==> src/standby_pkg.sv <==
// Register map, field layout, timing and types for the standby and wakeup controller
package standby_pkg;

	////////////////////////////////////////////////////////////////////////////////
	// Register bus
	localparam int ADDR_W = 4;
	localparam int DATA_W = 32;
	localparam logic [3:0] OFS_MODE = 4'h0;
	localparam logic [3:0] OFS_OSC = 4'h4;
	localparam logic [3:0] OFS_CFG = 4'h8;
	localparam logic [3:0] OFS_CAUSE = 4'hc;

	////////////////////////////////////////////////////////////////////////////////
	// Field positions and reset values
	localparam int CMD_HALT_BIT = 0;
	localparam int CMD_HOLD_BIT = 1;
	localparam int CMD_XHOLD_BIT = 2;
	localparam int CFG_A_LEVEL_BIT = 0;
	localparam int CFG_B_LEVEL_BIT = 1;
	localparam int CFG_BT_LOWRC_BIT = 2;
	localparam int CFG_W = 3;
	localparam logic [2:0] CFG_RESET = 3'h0;
	localparam int OSC_W = 5;
	localparam logic [4:0] OSC_RESET = 5'h04;
	localparam int CAUSE_PIN = 0;
	localparam int CAUSE_WDT = 1;
	localparam int CAUSE_LVR = 2;
	localparam int CAUSE_POR = 3;
	localparam int CAUSE_IRQ = 4;
	localparam int CAUSE_EXT = 5;
	localparam int CAUSE_PORT0 = 6;
	localparam int CAUSE_USB = 7;
	localparam int CAUSE_BT = 8;
	localparam int CAUSE_IR = 9;
	localparam int CAUSE_W = 10;
	localparam logic [9:0] CAUSE_RESET = 10'h000;

	////////////////////////////////////////////////////////////////////////////////
	// Supply supervisor options and timing
	localparam int POR_LEVELS = 8;
	localparam int LVR_LEVELS = 7;
	localparam int MED_RC_KHZ = 1000;
	localparam int LOW_RC_KHZ = 30;
	localparam int SYS_CLK_KHZ = 20000;
	localparam int RESTART_NS = 1000;
	localparam int RESTART_CYCLES = (RESTART_NS * SYS_CLK_KHZ + 999999) / 1000000;

	////////////////////////////////////////////////////////////////////////////////
	// Types
	typedef enum logic [4:0] {
		ST_RUN = 5'h01,
		ST_HALT = 5'h02,
		ST_HOLD = 5'h04,
		ST_XHOLD = 5'h08,
		ST_WAKE = 5'h10
	} mode_state_t;

	typedef struct packed {
		logic pll;
		logic ceramic;
		logic med_rc;
		logic low_rc;
		logic crystal;
	} osc_en_t;

	typedef struct packed {
		logic ext_irq_line_a;
		logic ext_irq_line_b;
		logic ext_irq_line_c;
		logic ext_irq_line_e;
		logic ext_irq_line_f;
		logic port0;
		logic usb_bus_active;
		logic base_timer;
		logic ir_rx;
		logic any_other;
	} wake_req_t;

endpackage

==> src/standby_wakeup_control.sv <==
// Standby mode sequencer, oscillator gating, supply resets and register slave
//
// The register offsets and the Avalon-MM register port were left to the implementer.
`timescale 1ns/100ps

// Summary of operation
// - Medium-speed RC, about 1 MHz, clock candidate
// - Low-speed RC, about 30 kHz, clock candidate
// - Power-on reset, release level from eight options
// - Low-voltage reset optional, seven threshold levels
// - HALT stops execution, peripherals keep running
// - HALT leaves every oscillator as it was
// - HALT ends on reset or any interrupt
// - HOLD stops execution and all peripherals
// - HOLD stops PLL, ceramic, RC, crystal oscillators
// - Watchdog owns low-speed RC during standby, except crystal-hold with the base timer low-RC bit set keeps its entry state
// - HOLD modes end on any reset source
// - HOLD modes end on lines a,b,c,e,f
// - Lines a,b wake HOLD modes only in level mode
// - Port 0 interrupt ends both HOLD modes
// - USB bus-active interrupt ends both HOLD modes
// - Crystal-hold keeps base timer and IR running
// - Crystal-hold stops PLL, ceramic and RC oscillators
// - Crystal-hold keeps crystal entry state
// - Low RC kept if it clocks base timer
// - Base timer interrupt ends crystal-hold
// - IR receiver interrupt ends crystal-hold
module standby_wakeup_control
	import standby_pkg::*;
#(
	parameter logic [2:0] POR_LEVEL_SEL = 3'h0,
	parameter logic LVR_ENABLE = 1'b1,
	parameter logic [2:0] LVR_LEVEL_SEL = 3'h0,
	parameter int RESTART_CYC = RESTART_CYCLES
) (
	input wire logic sys_clk_in,
	input wire logic rst_n_in,
	input wire logic [ADDR_W-1:0] avs_address_in,
	input wire logic avs_read_in,
	input wire logic avs_write_in,
	input wire logic [DATA_W-1:0] avs_writedata_in,
	input wire logic [3:0] avs_byteenable_in,
	output logic [DATA_W-1:0] avs_readdata_out,
	output logic avs_waitrequest_out,
	input wire logic res_pin_n_in,
	input wire logic wdt_reset_in,
	input wire logic wdt_low_rc_en_in,
	input wire logic [POR_LEVELS-1:0] por_above_in,
	input wire logic [LVR_LEVELS-1:0] lvr_above_in,
	input wire wake_req_t wake_req_in,
	output logic core_reset_out,
	output logic cpu_run_out,
	output logic periph_run_out,
	output logic bt_ir_run_out,
	output osc_en_t osc_en_out,
	output mode_state_t mode_out
);

	localparam int SYNC_W = 1 + POR_LEVELS + LVR_LEVELS;

	////////////////////////////////////////////////////////////////////////////////
	// Decoding helpers
	function automatic logic hit(input logic [ADDR_W-1:0] addr, input logic [3:0] ofs);
		hit = (addr == ofs);
	endfunction
	function automatic logic [DATA_W-1:0] lane_mask(input logic [3:0] be);
		logic [DATA_W-1:0] m;
		m = '0;
		for (int i = 0; i < 4; i++) begin
			m[i*8 +: 8] = {8{be[i]}};
		end
		lane_mask = m;
	endfunction

	////////////////////////////////////////////////////////////////////////////////
	// Declarations
	logic [SYNC_W-1:0] sync1_q;
	logic [SYNC_W-1:0] sync2_q;
	logic res_pin_low;
	logic [POR_LEVELS-1:0] por_ok;
	logic [LVR_LEVELS-1:0] lvr_ok;
	logic por_q;
	logic lvr_trip;
	logic reset_src;
	logic wait_q;
	logic [DATA_W-1:0] rdata_q;
	logic [DATA_W-1:0] rdata_d;
	logic [DATA_W-1:0] wmask;
	logic mode_wr;
	logic osc_wr;
	logic cfg_wr;
	logic cause_wr;
	osc_en_t osc_q;
	logic [CFG_W-1:0] cfg_q;
	logic [CAUSE_W-1:0] cause_q;
	logic [CAUSE_W-1:0] cause_set;
	mode_state_t state_q;
	mode_state_t state_d;
	logic [15:0] restart_cnt_q;
	logic xtal_keep_q;
	logic low_rc_keep_q;
	logic line_ab_wake;
	logic hold_wake;
	logic xhold_wake;
	logic halt_wake;
	osc_en_t osc_d;
	logic core_reset_q;
	logic cpu_run_q;
	logic periph_run_q;
	logic bt_ir_run_q;
	osc_en_t osc_out_q;
	mode_state_t mode_out_q;

	////////////////////////////////////////////////////////////////////////////////
	// Pin and comparator synchronisers
	always_ff @(posedge sys_clk_in or negedge rst_n_in) begin
		if (!rst_n_in) begin
			sync1_q <= '0;
			sync2_q <= '0;
		end else begin
			sync1_q <= {res_pin_n_in, por_above_in, lvr_above_in};
			sync2_q <= sync1_q;
		end
	end
	assign res_pin_low = ~sync2_q[SYNC_W-1];
	assign por_ok = sync2_q[LVR_LEVELS +: POR_LEVELS];
	assign lvr_ok = sync2_q[LVR_LEVELS-1:0];

	////////////////////////////////////////////////////////////////////////////////
	// Supply resets
	// Asserted from power-up until the chosen level is crossed
	always_ff @(posedge sys_clk_in or negedge rst_n_in) begin
		if (!rst_n_in) begin
			por_q <= 1'b1;
		end else begin
			por_q <= ~por_ok[POR_LEVEL_SEL];
		end
	end
	// Levels beyond the seventh are not valid and never trip
	assign lvr_trip = LVR_ENABLE && (LVR_LEVEL_SEL < 3'(LVR_LEVELS))
		&& !lvr_ok[LVR_LEVEL_SEL];
	assign reset_src = res_pin_low | wdt_reset_in | lvr_trip | por_q;

	////////////////////////////////////////////////////////////////////////////////
	// Avalon slave: one wait cycle, answer on the second edge
	assign wmask = lane_mask(avs_byteenable_in);
	assign mode_wr = avs_write_in & ~wait_q & hit(avs_address_in, OFS_MODE);
	assign osc_wr = avs_write_in & ~wait_q & hit(avs_address_in, OFS_OSC);
	assign cfg_wr = avs_write_in & ~wait_q & hit(avs_address_in, OFS_CFG);
	assign cause_wr = avs_write_in & ~wait_q & hit(avs_address_in, OFS_CAUSE);
	always_ff @(posedge sys_clk_in or negedge rst_n_in) begin
		if (!rst_n_in) begin
			wait_q <= 1'b1;
		end else begin
			wait_q <= ~((avs_read_in | avs_write_in) & wait_q);
		end
	end
	always_comb begin
		rdata_d = '0;
		if (hit(avs_address_in, OFS_MODE)) begin
			rdata_d[4:0] = state_q;
		end else if (hit(avs_address_in, OFS_OSC)) begin
			rdata_d[OSC_W-1:0] = osc_q;
		end else if (hit(avs_address_in, OFS_CFG)) begin
			rdata_d[CFG_W-1:0] = cfg_q;
		end else if (hit(avs_address_in, OFS_CAUSE)) begin
			rdata_d[CAUSE_W-1:0] = cause_q;
		end
	end
	// Captured during the wait cycle so data stands when waitrequest drops
	always_ff @(posedge sys_clk_in or negedge rst_n_in) begin
		if (!rst_n_in) begin
			rdata_q <= '0;
		end else if (avs_read_in && wait_q) begin
			rdata_q <= rdata_d;
		end
	end

	////////////////////////////////////////////////////////////////////////////////
	// Software registers
	always_ff @(posedge sys_clk_in or negedge rst_n_in) begin
		if (!rst_n_in) begin
			osc_q <= OSC_RESET;
		end else if (osc_wr) begin
			osc_q <= (osc_q & ~wmask[OSC_W-1:0]) | (avs_writedata_in[OSC_W-1:0] & wmask[OSC_W-1:0]);
		end
	end
	always_ff @(posedge sys_clk_in or negedge rst_n_in) begin
		if (!rst_n_in) begin
			cfg_q <= CFG_RESET;
		end else if (cfg_wr) begin
			cfg_q <= (cfg_q & ~wmask[CFG_W-1:0]) | (avs_writedata_in[CFG_W-1:0] & wmask[CFG_W-1:0]);
		end
	end
	// Write one to clear; a cause arriving in the same cycle stays set
	always_ff @(posedge sys_clk_in or negedge rst_n_in) begin
		if (!rst_n_in) begin
			cause_q <= CAUSE_RESET;
		end else if (cause_wr) begin
			cause_q <= (cause_q & ~(avs_writedata_in[CAUSE_W-1:0] & wmask[CAUSE_W-1:0])) | cause_set;
		end else begin
			cause_q <= cause_q | cause_set;
		end
	end

	////////////////////////////////////////////////////////////////////////////////
	// Wake qualification
	// Edge-mode requests on lines a and b cannot end either HOLD mode
	assign line_ab_wake = (wake_req_in.ext_irq_line_a & cfg_q[CFG_A_LEVEL_BIT])
		| (wake_req_in.ext_irq_line_b & cfg_q[CFG_B_LEVEL_BIT]);
	assign hold_wake = line_ab_wake | wake_req_in.ext_irq_line_c | wake_req_in.ext_irq_line_e
		| wake_req_in.ext_irq_line_f
		| wake_req_in.port0
		| wake_req_in.usb_bus_active;
	assign xhold_wake = hold_wake | wake_req_in.base_timer
		| wake_req_in.ir_rx;
	assign halt_wake = |wake_req_in;

	always_comb begin
		cause_set = '0;
		cause_set[CAUSE_PIN] = res_pin_low;
		cause_set[CAUSE_WDT] = wdt_reset_in;
		cause_set[CAUSE_LVR] = lvr_trip;
		cause_set[CAUSE_POR] = por_q;
		if (state_q == ST_HALT) begin
			cause_set[CAUSE_IRQ] = halt_wake;
		end
		if (state_q == ST_HOLD || state_q == ST_XHOLD) begin
			cause_set[CAUSE_EXT] = line_ab_wake | wake_req_in.ext_irq_line_c
				| wake_req_in.ext_irq_line_e | wake_req_in.ext_irq_line_f;
			cause_set[CAUSE_PORT0] = wake_req_in.port0;
			cause_set[CAUSE_USB] = wake_req_in.usb_bus_active;
		end
		if (state_q == ST_XHOLD) begin
			cause_set[CAUSE_BT] = wake_req_in.base_timer;
			cause_set[CAUSE_IR] = wake_req_in.ir_rx;
		end
	end

	////////////////////////////////////////////////////////////////////////////////
	// Mode sequencer
	always_comb begin
		state_d = state_q;
		case (state_q)
			ST_RUN: begin
				// Crystal-hold wins over HOLD, and HOLD over HALT, if several command bits are written
				if (mode_wr && wmask[0] && avs_writedata_in[CMD_XHOLD_BIT]) begin
					state_d = ST_XHOLD;
				end else if (mode_wr && wmask[0] && avs_writedata_in[CMD_HOLD_BIT]) begin
					state_d = ST_HOLD;
				end else if (mode_wr && wmask[0] && avs_writedata_in[CMD_HALT_BIT]) begin
					state_d = ST_HALT;
				end
			end
			ST_HALT: begin
				if (halt_wake) begin
					state_d = ST_RUN;
				end
			end
			ST_HOLD: begin
				if (hold_wake) begin
					state_d = ST_WAKE;
				end
			end
			ST_XHOLD: begin
				if (xhold_wake) begin
					state_d = ST_WAKE;
				end
			end
			ST_WAKE: begin
				if (restart_cnt_q == 16'h0000) begin
					state_d = ST_RUN;
				end
			end
			default: begin
				state_d = ST_RUN;
			end
		endcase
	end
	// Any reset source returns straight to run through the core reset
	always_ff @(posedge sys_clk_in or negedge rst_n_in) begin
		if (!rst_n_in) begin
			state_q <= ST_RUN;
		end else if (reset_src) begin
			state_q <= ST_RUN;
		end else begin
			state_q <= state_d;
		end
	end
	// Gives restarted oscillators time to settle before execution resumes
	always_ff @(posedge sys_clk_in or negedge rst_n_in) begin
		if (!rst_n_in) begin
			restart_cnt_q <= 16'h0000;
		end else if (state_q != ST_WAKE) begin
			restart_cnt_q <= 16'(RESTART_CYC - 1);
		end else if (restart_cnt_q != 16'h0000) begin
			restart_cnt_q <= restart_cnt_q - 16'h0001;
		end
	end
	// Entry snapshot of the oscillators crystal-hold must preserve
	always_ff @(posedge sys_clk_in or negedge rst_n_in) begin
		if (!rst_n_in) begin
			xtal_keep_q <= 1'b0;
			low_rc_keep_q <= 1'b0;
		end else if (state_q == ST_RUN && state_d == ST_XHOLD && !reset_src) begin
			xtal_keep_q <= osc_out_q.crystal;
			low_rc_keep_q <= osc_out_q.low_rc;
		end
	end

	////////////////////////////////////////////////////////////////////////////////
	// Oscillator gating
	always_comb begin
		case (state_q)
			ST_RUN, ST_HALT, ST_WAKE: begin
				osc_d = osc_q;
				osc_d.low_rc = osc_q.low_rc | wdt_low_rc_en_in;
			end
			ST_HOLD: begin
				osc_d = '0;
				osc_d.low_rc = wdt_low_rc_en_in;
			end
			ST_XHOLD: begin
				osc_d = '0;
				osc_d.crystal = xtal_keep_q;
				if (cfg_q[CFG_BT_LOWRC_BIT]) begin
					osc_d.low_rc = low_rc_keep_q;
				end else begin
					osc_d.low_rc = wdt_low_rc_en_in;
				end
			end
			default: begin
				osc_d = osc_q;
			end
		endcase
	end

	////////////////////////////////////////////////////////////////////////////////
	// Registered outputs
	always_ff @(posedge sys_clk_in or negedge rst_n_in) begin
		if (!rst_n_in) begin
			core_reset_q <= 1'b1;
			cpu_run_q <= 1'b0;
			periph_run_q <= 1'b0;
			bt_ir_run_q <= 1'b0;
			osc_out_q <= OSC_RESET;
			mode_out_q <= ST_RUN;
		end else begin
			core_reset_q <= reset_src;
			cpu_run_q <= (state_q == ST_RUN) && !reset_src;
			periph_run_q <= (state_q == ST_RUN || state_q == ST_HALT) && !reset_src;
			bt_ir_run_q <= (state_q == ST_RUN || state_q == ST_HALT || state_q == ST_XHOLD)
				&& !reset_src;
			osc_out_q <= osc_d;
			mode_out_q <= state_q;
		end
	end

	assign avs_readdata_out = rdata_q;
	assign avs_waitrequest_out = wait_q;
	assign core_reset_out = core_reset_q;
	assign cpu_run_out = cpu_run_q;
	assign periph_run_out = periph_run_q;
	assign bt_ir_run_out = bt_ir_run_q;
	assign osc_en_out = osc_out_q;
	assign mode_out = mode_out_q;

endmodule

==> config.mk <==
export PLATFORM = sky130hd
export DESIGN_NAME = standby_wakeup_control
export DESIGN_NICKNAME = d
export VERILOG_FILES = /design/src/standby_pkg.sv /design/src/standby_wakeup_control.sv
export SDC_FILE = /design/constraint.sdc
export NUM_CORES = 1
export LEC_CHECK = 0
export BUFFER_PORTS_ARGS = -buffer_cell sky130_fd_sc_hd__clkbuf_2
export CAP_MARGIN = 20
export CORE_UTILIZATION = 46
export DETAILED_ROUTE_END_ITERATION = 8
export GPL_ROUTABILITY_DRIVEN = 0
export HOLD_SLACK_MARGIN = 0.02
export PLACE_DENSITY = 0.89
export SYNTH_ARGS = -nofsm -noshare
export SYNTH_HDL_FRONTEND = slang
export SYNTH_SLANG_ARGS = --single-unit
==> constraint.sdc <==
create_clock -name sys_clk_in -period 1.9 [get_ports sys_clk_in]
set_input_delay 0.38 -clock sys_clk_in [delete_from_list [all_inputs] [get_ports sys_clk_in]]
set_output_delay 0.38 -clock sys_clk_in [all_outputs]
set_load 0.01 [all_outputs]
==> results.cfg, run 1 <==
[floorplanning]
dieHeight_um = 90.0
rows = 31
initial_utilization = 0.483
coreArea_um2 = 7370
die_w_um = 90.0
io_pins = 119
die-area_um2 = 8090

[yosys]
synth-simple-area-share = 0.236
async_flop_share = 1.00
ys_types = 62
synth_seq_cells = 73
ys_seq_area_frac = 0.516
synth_fa_ha_area_frac = 0.00352
yosys_warnings = 0
netlist_area_um2 = 3560
synth_enable_flop_cells = 0
synthCells = 333
ys.flop_type = dfrtp_1
synthXorXnorAreaFrac = 0.00738
postSynthAreaPerCell_um2 = 10.7
muxShareOfSynthArea = 0.0492
synth_top_family_by_area = simple AND/OR/NAND/NOR gates
synth_compound_area_frac = 0.121

[critical_path]
crit_path_max_incr_delay_ps = 520
cp.required_ps = 2180
path_class = flip-flop to flip-flop
endpoint_kind = flip-flop
critPathMaxFanout = 5
cp_data_arrival_time_ps = 2170
crit_chain = inv_2 > ha_4 > or4b_4 > or4_4 > a21oi_2
crit_path_start_kind = flip-flop
worst-r2r-cell-count = 5
critical_path.slowest_cell = or4b_4

[final_layout]
fin_area_um2 = 4260
drive_above_1_share = 0.326
register_area_um2 = 1840
multi_input_area_um2 = 1600
syn2layout_area_growth_pct = 19.8
nets = 491
antenna_cells = 0
fillCellCount = 601

[grt]
antenna_found_initial = 0
grt_pass1_vias = 2707
grt_max_degree = 30
grt.overflow.total = 0
grt_usage = 0.197
grt_pass1_wl_um = 12700

[min_path]
hold_class = input pin to async pin

[timing]
setup_tns_ps = 0
relSlewSlack = 0.640
fin_crit_ps = 1890
clock-skew-final_ps = 16.1
fin_ws_ps = 9.49
slew_violations = 0
hold_viol = 0
fmax_mhz = 529
setup_viol = 0
tightestPinTransition_ps = 539
min_period_over_period = 0.995

[route]
dr.pass1.iters = 5
vias = 2901
ant_nets = 0
drtIter0Drc = 194
routedWlPerCell_um = 15.0
viasPerCell = 5.56
drc = 0
finalWirelength_um = 7850

[power_and_ir_drop]
p_seq_frac = 0.553
cellPowerDensity_nw_per_um2 = 709
clockPowerShare = 0.353
swShare = 0.265
internal_power_mw = 2.22
comb_power_share = 0.095
leakagePower_nw = 1.93
p_sw_uw = 802
vdd_drop_max_mv = 0.468

[clocking]
cts_buffers = 9
clockBufferDepth = 2
cts_hold_buffers = 0
root_buffer = clkbuf_8
worst_skew_pair.late_latency_ps = 350
cts_sinks = 73
htreeDepth = 3
clk_pin_slew_ps = 80
cts_tree = built

[placed_design]
portBuffers = 59
hpwl_um = 5840
post_dp_cell_area_um2 = 4050
pre_cts_ws_ps = -93.8

[job]
maxCapViolCount = 0

[outcome]
outcome = finished, final reports clean
-- cell type report --
type                            count  share of cell area
Inverter                            6             0.00528
Multi-Input combinational cell    244               0.376
Clock inverter                      7              0.0112
Timing Repair Buffer               84               0.119
Clock buffer                        9              0.0290
Sequential cell                    73               0.430
Tap cell                           99              0.0290
-- what timing repair did --
| action | 4_1_cts | 5_1_grt |
|---|---|---|
| setup buffers | 0 | 1 |
| endpoints found under the setup margin | 4 | 7 |
| pin swaps | 2 | 0 |
| gates resized for setup | 3 | 5 |
| hold endpoints to repair | 0 | 0 |
-- power by group through the flow --
| stage | combinational [mW] | clock [mW] | sequential (mW) |
|---|---|---|---|
| 6_report | 0.286 | 1.07 | 1.67 |
| 3_3_place_gp | 0.279 | 0 | 1.70 |
| 4_1_cts | 0.288 | 1.08 | 1.67 |
| 5_1_grt | 0.315 | 1.16 | 1.68 |
| 2_1_floorplan | 0.153 | 0 | 1.71 |
| 3_5_place_dp | 0.286 | 0 | 1.70 |
-- metal layers --
layer	GRT usage	vias up	part of all wire	routed length (µm)
met4	0.0874	0	0.026	204
met2	0.319	116	0.49	3880
met3	0.0474	26	0.061	477
met1	0.254	1414	0.42	3290
met5	0	-	0	0
li1	-	1345	-	-
-- per-stage QoR --
step	utilization	hold slack, ps	total power, mW	instances
global placement	0.549	336	1.98	505
finish	0.579	11.1	3.02	522
floorplan	-	84.4	1.86	354
detailed placement	0.549	340	1.99	505
CTS	0.575	24.2	3.04	521
global route	0.579	37.6	3.15	522
-- cells in the mapped netlist, types with 5 or more instances --
| master | count | area share |
|---|---|---|
| o21ai_0 | 12 | 0.017 |
| or3_1 | 8 | 0.014 |
| nand3b_1 | 5 | 0.011 |
| inv_1 | 6 | 0.0063 |
| nand2_1 | 38 | 0.040 |
| dfstp_2 | 7 | 0.052 |
| mux2_2 | 10 | 0.032 |
| a22o_1 | 6 | 0.015 |
| nor3_1 | 10 | 0.014 |
| buf_4 | 23 | 0.049 |
| nand3_1 | 5 | 0.0070 |
| dfrtp_1 | 66 | 0.46 |
| nand4b_1 | 5 | 0.012 |
| a21oi_1 | 15 | 0.021 |
| and2_1 | 5 | 0.0088 |
| nor2_1 | 18 | 0.019 |
| o21ai_1 | 5 | 0.0070 |
-- worst max-delay path: cells and delay by family, from the launching register on --
kind,cells,cell delay (ps)
adders and majority gates,1,150
buffers and inverters,1,90
DFF,1,410
AOI/OAI and AO/OA,1,140
and+or+nand+nor,2,1030
-- cell families (layout without fill, tap and decap cells) --
group | after synthesis | after routing
compound gates | 65 | 65
xor+xnor | 3 | 3
fa+ha+maj | 1 | 1
buf+inv | 37 | 106
flops | 73 | 73
mux | 16 | 16
other cells | 1 | 22
simple gates | 137 | 137
-- path summary, 6_finish.rpt --
check	from	slack, ps	end
max	restart_cnt_q[0]$_DFFE_PN0P_	9	restart_cnt_q[6]$_DFFE_PN0P_
min reg2reg	sync1_q[0]$_DFF_PN0_	360	sync2_q[0]$_DFF_PN0_
min in group sys_clk_in	res_pin_n_in	130	sync1_q[15]$_DFF_PN0_
max reg2reg	restart_cnt_q[0]$_DFFE_PN0P_	9	restart_cnt_q[6]$_DFFE_PN0P_
max in group asynchronous	rst_n_in	1270	osc_en_out[2]$_DFF_PN1_
min	rst_n_in	10	state_q[1]$_DFF_PN0_
-- cells in the final DEF, fill, tap and decap left out, types with 4 or more instances in the layout --
cell / n
dfrtp_1: 66
clkbuf_2: 58
nand2_1: 38
buf_4: 23
conb_1: 22
nor2_1: 18
a21oi_1: 14
o21ai_0: 12
nor3_1: 10
mux2_2: 10
clkbuf_8: 9
or3_1: 8
dfstp_2: 7
a22o_1: 6
and2_1: 5
nand3_1: 5
nand3b_1: 5
nand4b_1: 5
o21ai_1: 5
or2_2: 4
inv_1: 4
a22oi_1: 4
nand2b_1: 4
mux2i_1: 4
o31ai_1: 4
Power figures use the tool's default switching activity.
==> run 2: changes to the inputs <==
- ABC_CLOCK_PERIOD_IN_PS: default -> 1900
- PLACE_DENSITY: 0.89 -> 0.88
==> run 2 against run 1 <==
Compared with the run above: sequential cell count stayed put; non-clock buffer count up 1; global-route usage up 0.64 points; critical path type unchanged; critical endpoint unchanged; largest cell class unchanged.
==> results.cfg, run 2 (synthesis gave the netlist of run 1 again) <==
[grt]
grt_pass1_vias = 2764
grt_usage = 0.204
grt_max_degree = 61
grt.overflow.total = 0
grt_pass1_wl_um = 13000
antenna_found_initial = 0

[clocking]
htreeDepth = 3
cts_sinks = 73
cts_buffers = 9
root_buffer = clkbuf_8
worst_skew_pair.late_latency_ps = 350
cts_tree = built
clk_pin_slew_ps = 80
clockBufferDepth = 2

[floorplanning]
rows = 31
dieHeight_um = 90.0
die-area_um2 = 8090
initial_utilization = 0.483
io_pins = 119
coreArea_um2 = 7370
die_w_um = 90.0

[critical_path]
cp.required_ps = 2180
critPathMaxFanout = 5
path_class = flip-flop to flip-flop
endpoint_kind = flip-flop
crit_path_start_kind = flip-flop
crit_path_max_incr_delay_ps = 520
cp_data_arrival_time_ps = 2110
crit_chain = inv_2 > ha_4 > or4b_4 > or4_4 > a21oi_2
critical_path.slowest_cell = or4b_4

[placed_design]
hpwl_um = 5820
place_inst = 505
post_dp_cell_area_um2 = 4040
portBuffers = 59

[job]
maxCapViolCount = 0

[final_layout]
fin_area_um2 = 4330
nets = 492
antenna_cells = 0
final_common_cell = dfrtp_1
final_cell_mix = dfrtp_1, clkbuf_2, nand2_1, buf_4, conb_1
drive_above_1_share = 0.323
layout.cells.non_filler = 523
syn2layout_area_growth_pct = 21.6

[route]
finalWirelength_um = 8100
dr.pass1.iters = 5
vias = 2864
ant_nets = 0
drc = 0
viasPerCell = 5.48
drtIter0Drc = 223
routedWlPerCell_um = 15.5

[power_and_ir_drop]
swShare = 0.233
clockPowerShare = 0.429
cellPowerDensity_nw_per_um2 = 792
internal_power_mw = 2.63
leakagePower_nw = 1.96
comb_power_share = 0.083
p_sw_uw = 798
vdd_drop_max_mv = 0.518
p_seq_frac = 0.488

[min_path]
hold_class = input pin to flip-flop

[timing]
setup_viol = 0
hold_viol = 0
hold_ws_ps = 134
clock-skew-final_ps = 9.66
setup_tns_ps = 0
fin_crit_ps = 1840
rsz0062_at_grt = false
fmax_mhz = 544
slew_violations = 0
min_period_over_period = 0.967

[outcome]
outcome = finished, final reports clean
==> run 2: cell types whose count changed in the layout (fill, tap and decap cells not counted), sizes merged <==
cell / delta
clkbuf: +1
dlygate4sd3: +1
bufinv: +3
clkinvlp: -1
inv: +1
clkinv: -4
==> run 2: final timing paths <==
check                                              from                           end  slack, ps  cells after the start
min in group asynchronous                      rst_n_in  restart_cnt_q[5]$_DFFE_PN0P_        460                      2
min                                     lvr_above_in[0]          sync1_q[0]$_DFF_PN0_        130                      1
max reg2reg                restart_cnt_q[0]$_DFFE_PN0P_  restart_cnt_q[6]$_DFFE_PN0P_         60                      5
max                        restart_cnt_q[0]$_DFFE_PN0P_  restart_cnt_q[6]$_DFFE_PN0P_         60                      5
max in group asynchronous                      rst_n_in       osc_en_out[2]$_DFF_PN1_        770                      3
min reg2reg                        sync1_q[0]$_DFF_PN0_          sync2_q[0]$_DFF_PN0_        360                      0
==> run 2: what timing repair did <==
action	4_1_cts	5_1_grt
hold buffers	1	0
pin swaps	1	3
setup endpoints to repair	2	7
resized for setup	2	6
hold endpoints to repair	13	0
buffers inserted	0	1
cloned	0	0
==> run 2: final cells by class <==
cell class	count	area (µm²)
inverter	6	22.5
timing repair buffer	85	505
clock inverter	6	115
fill	597	3040
sequential	73	1840
clock buffer	10	128
multi-input combinational	244	1600
tap	99	124
==> run 2: power groups by stage <==
stage / Clock, mW / Sequential [mW] / Combinational, mW
CTS: 1.49 / 1.67 / 0.286
detailed placement: 0 / 1.70 / 0.282
floorplan: 0 / 1.71 / 0.153
finish: 1.47 / 1.67 / 0.284
global route: 1.55 / 1.68 / 0.312
global placement: 0 / 1.70 / 0.274
==> run 2: metal layers <==
layer  vias up  part of all wire  routed length [µm]  global-route usage
li1       1332                 -                   -                   -
met1      1418              0.41                3360               0.264
met2       103              0.52                4170               0.340
met3        11             0.058                 473              0.0389
met4         0             0.012                  94              0.0793
met5         -                 0                   0                   0
==> run 2: per-stage QoR <==
stage	total power [mW]	util	setup slack, ps
final	3.43	0.587	62.2
after global routing	3.54	0.587	7.19
after CTS	3.45	0.583	2.32
after detailed placement	1.98	0.548	-77.5
after global placement	1.97	0.548	38.2
after floorplan	1.86	-	55.0
==> run 2: critical path: cells and delay by family (launching register included) <==
kind | cells | cell delay [ps]
buffers and inverters | 1 | 80
flip-flops | 1 | 390
AND/OR/NAND/NOR | 2 | 1020
adder cells (fa/ha/maj) | 1 | 130
AO/OA/AOI/OAI | 1 | 140
==> run 3: changes to the inputs <==
- PLACE_DENSITY: 0.88 -> 0.77
==> run 3 against run 2 <==
Compared with the run above: die area unchanged; core utilization fell by 0.22 points; global-route usage shrank 0.50 points; largest power group unchanged; non-clock buffer count unchanged; maximum frequency down 1.3%; routed wire length fell by 5.4%; sequential cell count unchanged; sequential power about the same; clock skew decreased by 1.7 ps; highest routed layer unchanged; largest cell class unchanged; critical path type unchanged.
==> results.cfg, run 3 (synthesis gave the netlist of run 1 again) <==
[clocking]
cts_buffers = 9
clockBufferDepth = 2
worst_skew_pair.late_latency_ps = 350
cts_tree = built
htreeDepth = 3
cts_hold_buffers = 0
clk_pin_slew_ps = 80
cts_sinks = 73
root_buffer = clkbuf_8

[timing]
clock-skew-final_ps = 8.00
fmax_mhz = 537
slew_violations = 0
min_period_over_period = 0.980
hold_viol = 0
setup_viol = 0
fin_crit_ps = 1860
setup_tns_ps = 0

[route]
dr.pass1.iters = 4
finalWirelength_um = 7660
drc = 0
viasPerCell = 5.33
drtIter0Drc = 153
routedWlPerCell_um = 14.6
ant_nets = 0
vias = 2786

[grt]
antenna_found_initial = 0
grt.overflow.total = 0
grt_usage = 0.199
grt_pass1_vias = 2693
grt_pass1_wl_um = 12600
grt_max_degree = 74

[final_layout]
fillCellCount = 616
final_cell_mix = dfrtp_1, clkbuf_2, nand2_1, buf_4, conb_1
final_core_util = 0.585
drive_above_1_share = 0.330
final_common_cell = dfrtp_1
antenna_cells = 0
syn2layout_area_growth_pct = 21.1
multi_input_area_um2 = 1600
register_area_um2 = 1840
nets = 492

[floorplanning]
initial_utilization = 0.483
coreArea_um2 = 7370
dieHeight_um = 90.0
rows = 31
die_w_um = 90.0
io_pins = 119
die-area_um2 = 8090

[placed_design]
hpwl_um = 5600
portBuffers = 59

[outcome]
outcome = finished, final reports clean

[critical_path]
crit_path_start_kind = flip-flop
critical_path.slowest_cell = or4b_4
endpoint_kind = flip-flop
path_class = flip-flop to flip-flop
crit_path_max_incr_delay_ps = 520
cp_data_arrival_time_ps = 2150
cp.required_ps = 2180
crit_family = simple AND/OR/NAND/NOR gates
critPathMaxFanout = 4
path_buf_inv = 1
crit_chain = inv_2 > ha_4 > or4b_4 > or4_4 > a21oi_2

[min_path]
hold_class = input pin to async pin

[job]
maxCapViolCount = 0

[power_and_ir_drop]
leakagePower_nw = 1.96
cellPowerDensity_nw_per_um2 = 770
vdd_drop_max_mv = 0.888
## run 3: cell types whose count changed in the layout (fill, tap and decap cells not counted)
cell / delta
a21oi_1: -1
or2_4: -1
clkbuf_8: +1
clkbuf_1: -1
a21oi_2: +1
dlygate4sd3_1: -1
bufinv_16: -1
clkinv_2: +1
or2_2: +1
buf_4: +1
## run 3: timing repair
| item | CTS | global route |
|---|---|---|
| pin swaps | 0 | 1 |
| setup endpoints to repair | 3 | 5 |
| gates resized for setup | 2 | 6 |
| hold endpoints to repair | 0 | 0 |
| buffers inserted | 1 | 0 |
## run 3: metrics by stage
step                worst slack, ps  cell area, µm²  hold slack, ps  power (mW)  instances
floorplan                      55.0            3640            84.4        1.86        354
global placement               21.0            4040             335        1.98        506
detailed placement            -26.5            4040             339        1.98        506
CTS                            2.94            4290            57.9        3.35        523
global route                  -6.42            4310            70.7        3.45        523
finish                         37.5            4310            42.0        3.32        523
## run 3: final timing paths
check / startpoint / end / cells past startpoint / slack [ps]
worst max register to register: restart_cnt_q[1]$_DFFE_PN0P_ / restart_cnt_q[6]$_DFFE_PN0P_ / 5 / 40
worst max-delay path: restart_cnt_q[1]$_DFFE_PN0P_ / restart_cnt_q[6]$_DFFE_PN0P_ / 5 / 40
worst min-delay path: rst_n_in / restart_cnt_q[7]$_DFFE_PN0P_ / 2 / 40
worst min register to register: sync1_q[15]$_DFF_PN0_ / sync2_q[15]$_DFF_PN0_ / 0 / 350
max in group asynchronous: rst_n_in / async pin / 2 / 1500
min in group sys_clk_in: res_pin_n_in / sync1_q[15]$_DFF_PN0_ / 1 / 140
## run 3: metal layers
| metal | GRT usage | share of wire | vias to the layer above | wire (µm) |
|---|---|---|---|---|
| li1 | - | - | 1333 | - |
| met1 | 0.261 | 0.44 | 1367 | 3390 |
| met2 | 0.321 | 0.49 | 75 | 3790 |
| met3 | 0.0440 | 0.048 | 11 | 366 |
| met4 | 0.0833 | 0.015 | 0 | 113 |
| met5 | 0 | 0 | - | 0 |
## run 3: final cells by class
cell class / count / area share
Clock inverter: 6 / 0.0209
Timing Repair Buffer: 85 / 0.117
Multi-Input combinational cell: 244 / 0.371
Sequential cell: 73 / 0.426
Inverter: 6 / 0.00522
Clock buffer: 10 / 0.0319
Tap cell: 99 / 0.0287
## run 3: worst reg2reg max path, cell delays in order, from the launching register on
cell and delay (ps):
dfrtp_1 400, inv_2 80, ha_4 140, or4b_4 520
or4_4 510, a21oi_2 140
## run 3: power by group
| part | leakage (nW) | switching, mW | internal (mW) |
|---|---|---|---|
| logic | 0.919 | 0.161 | 0.118 |
| registers | 0.926 | 0.0445 | 1.63 |
| clock network | 0.113 | 0.588 | 0.779 |
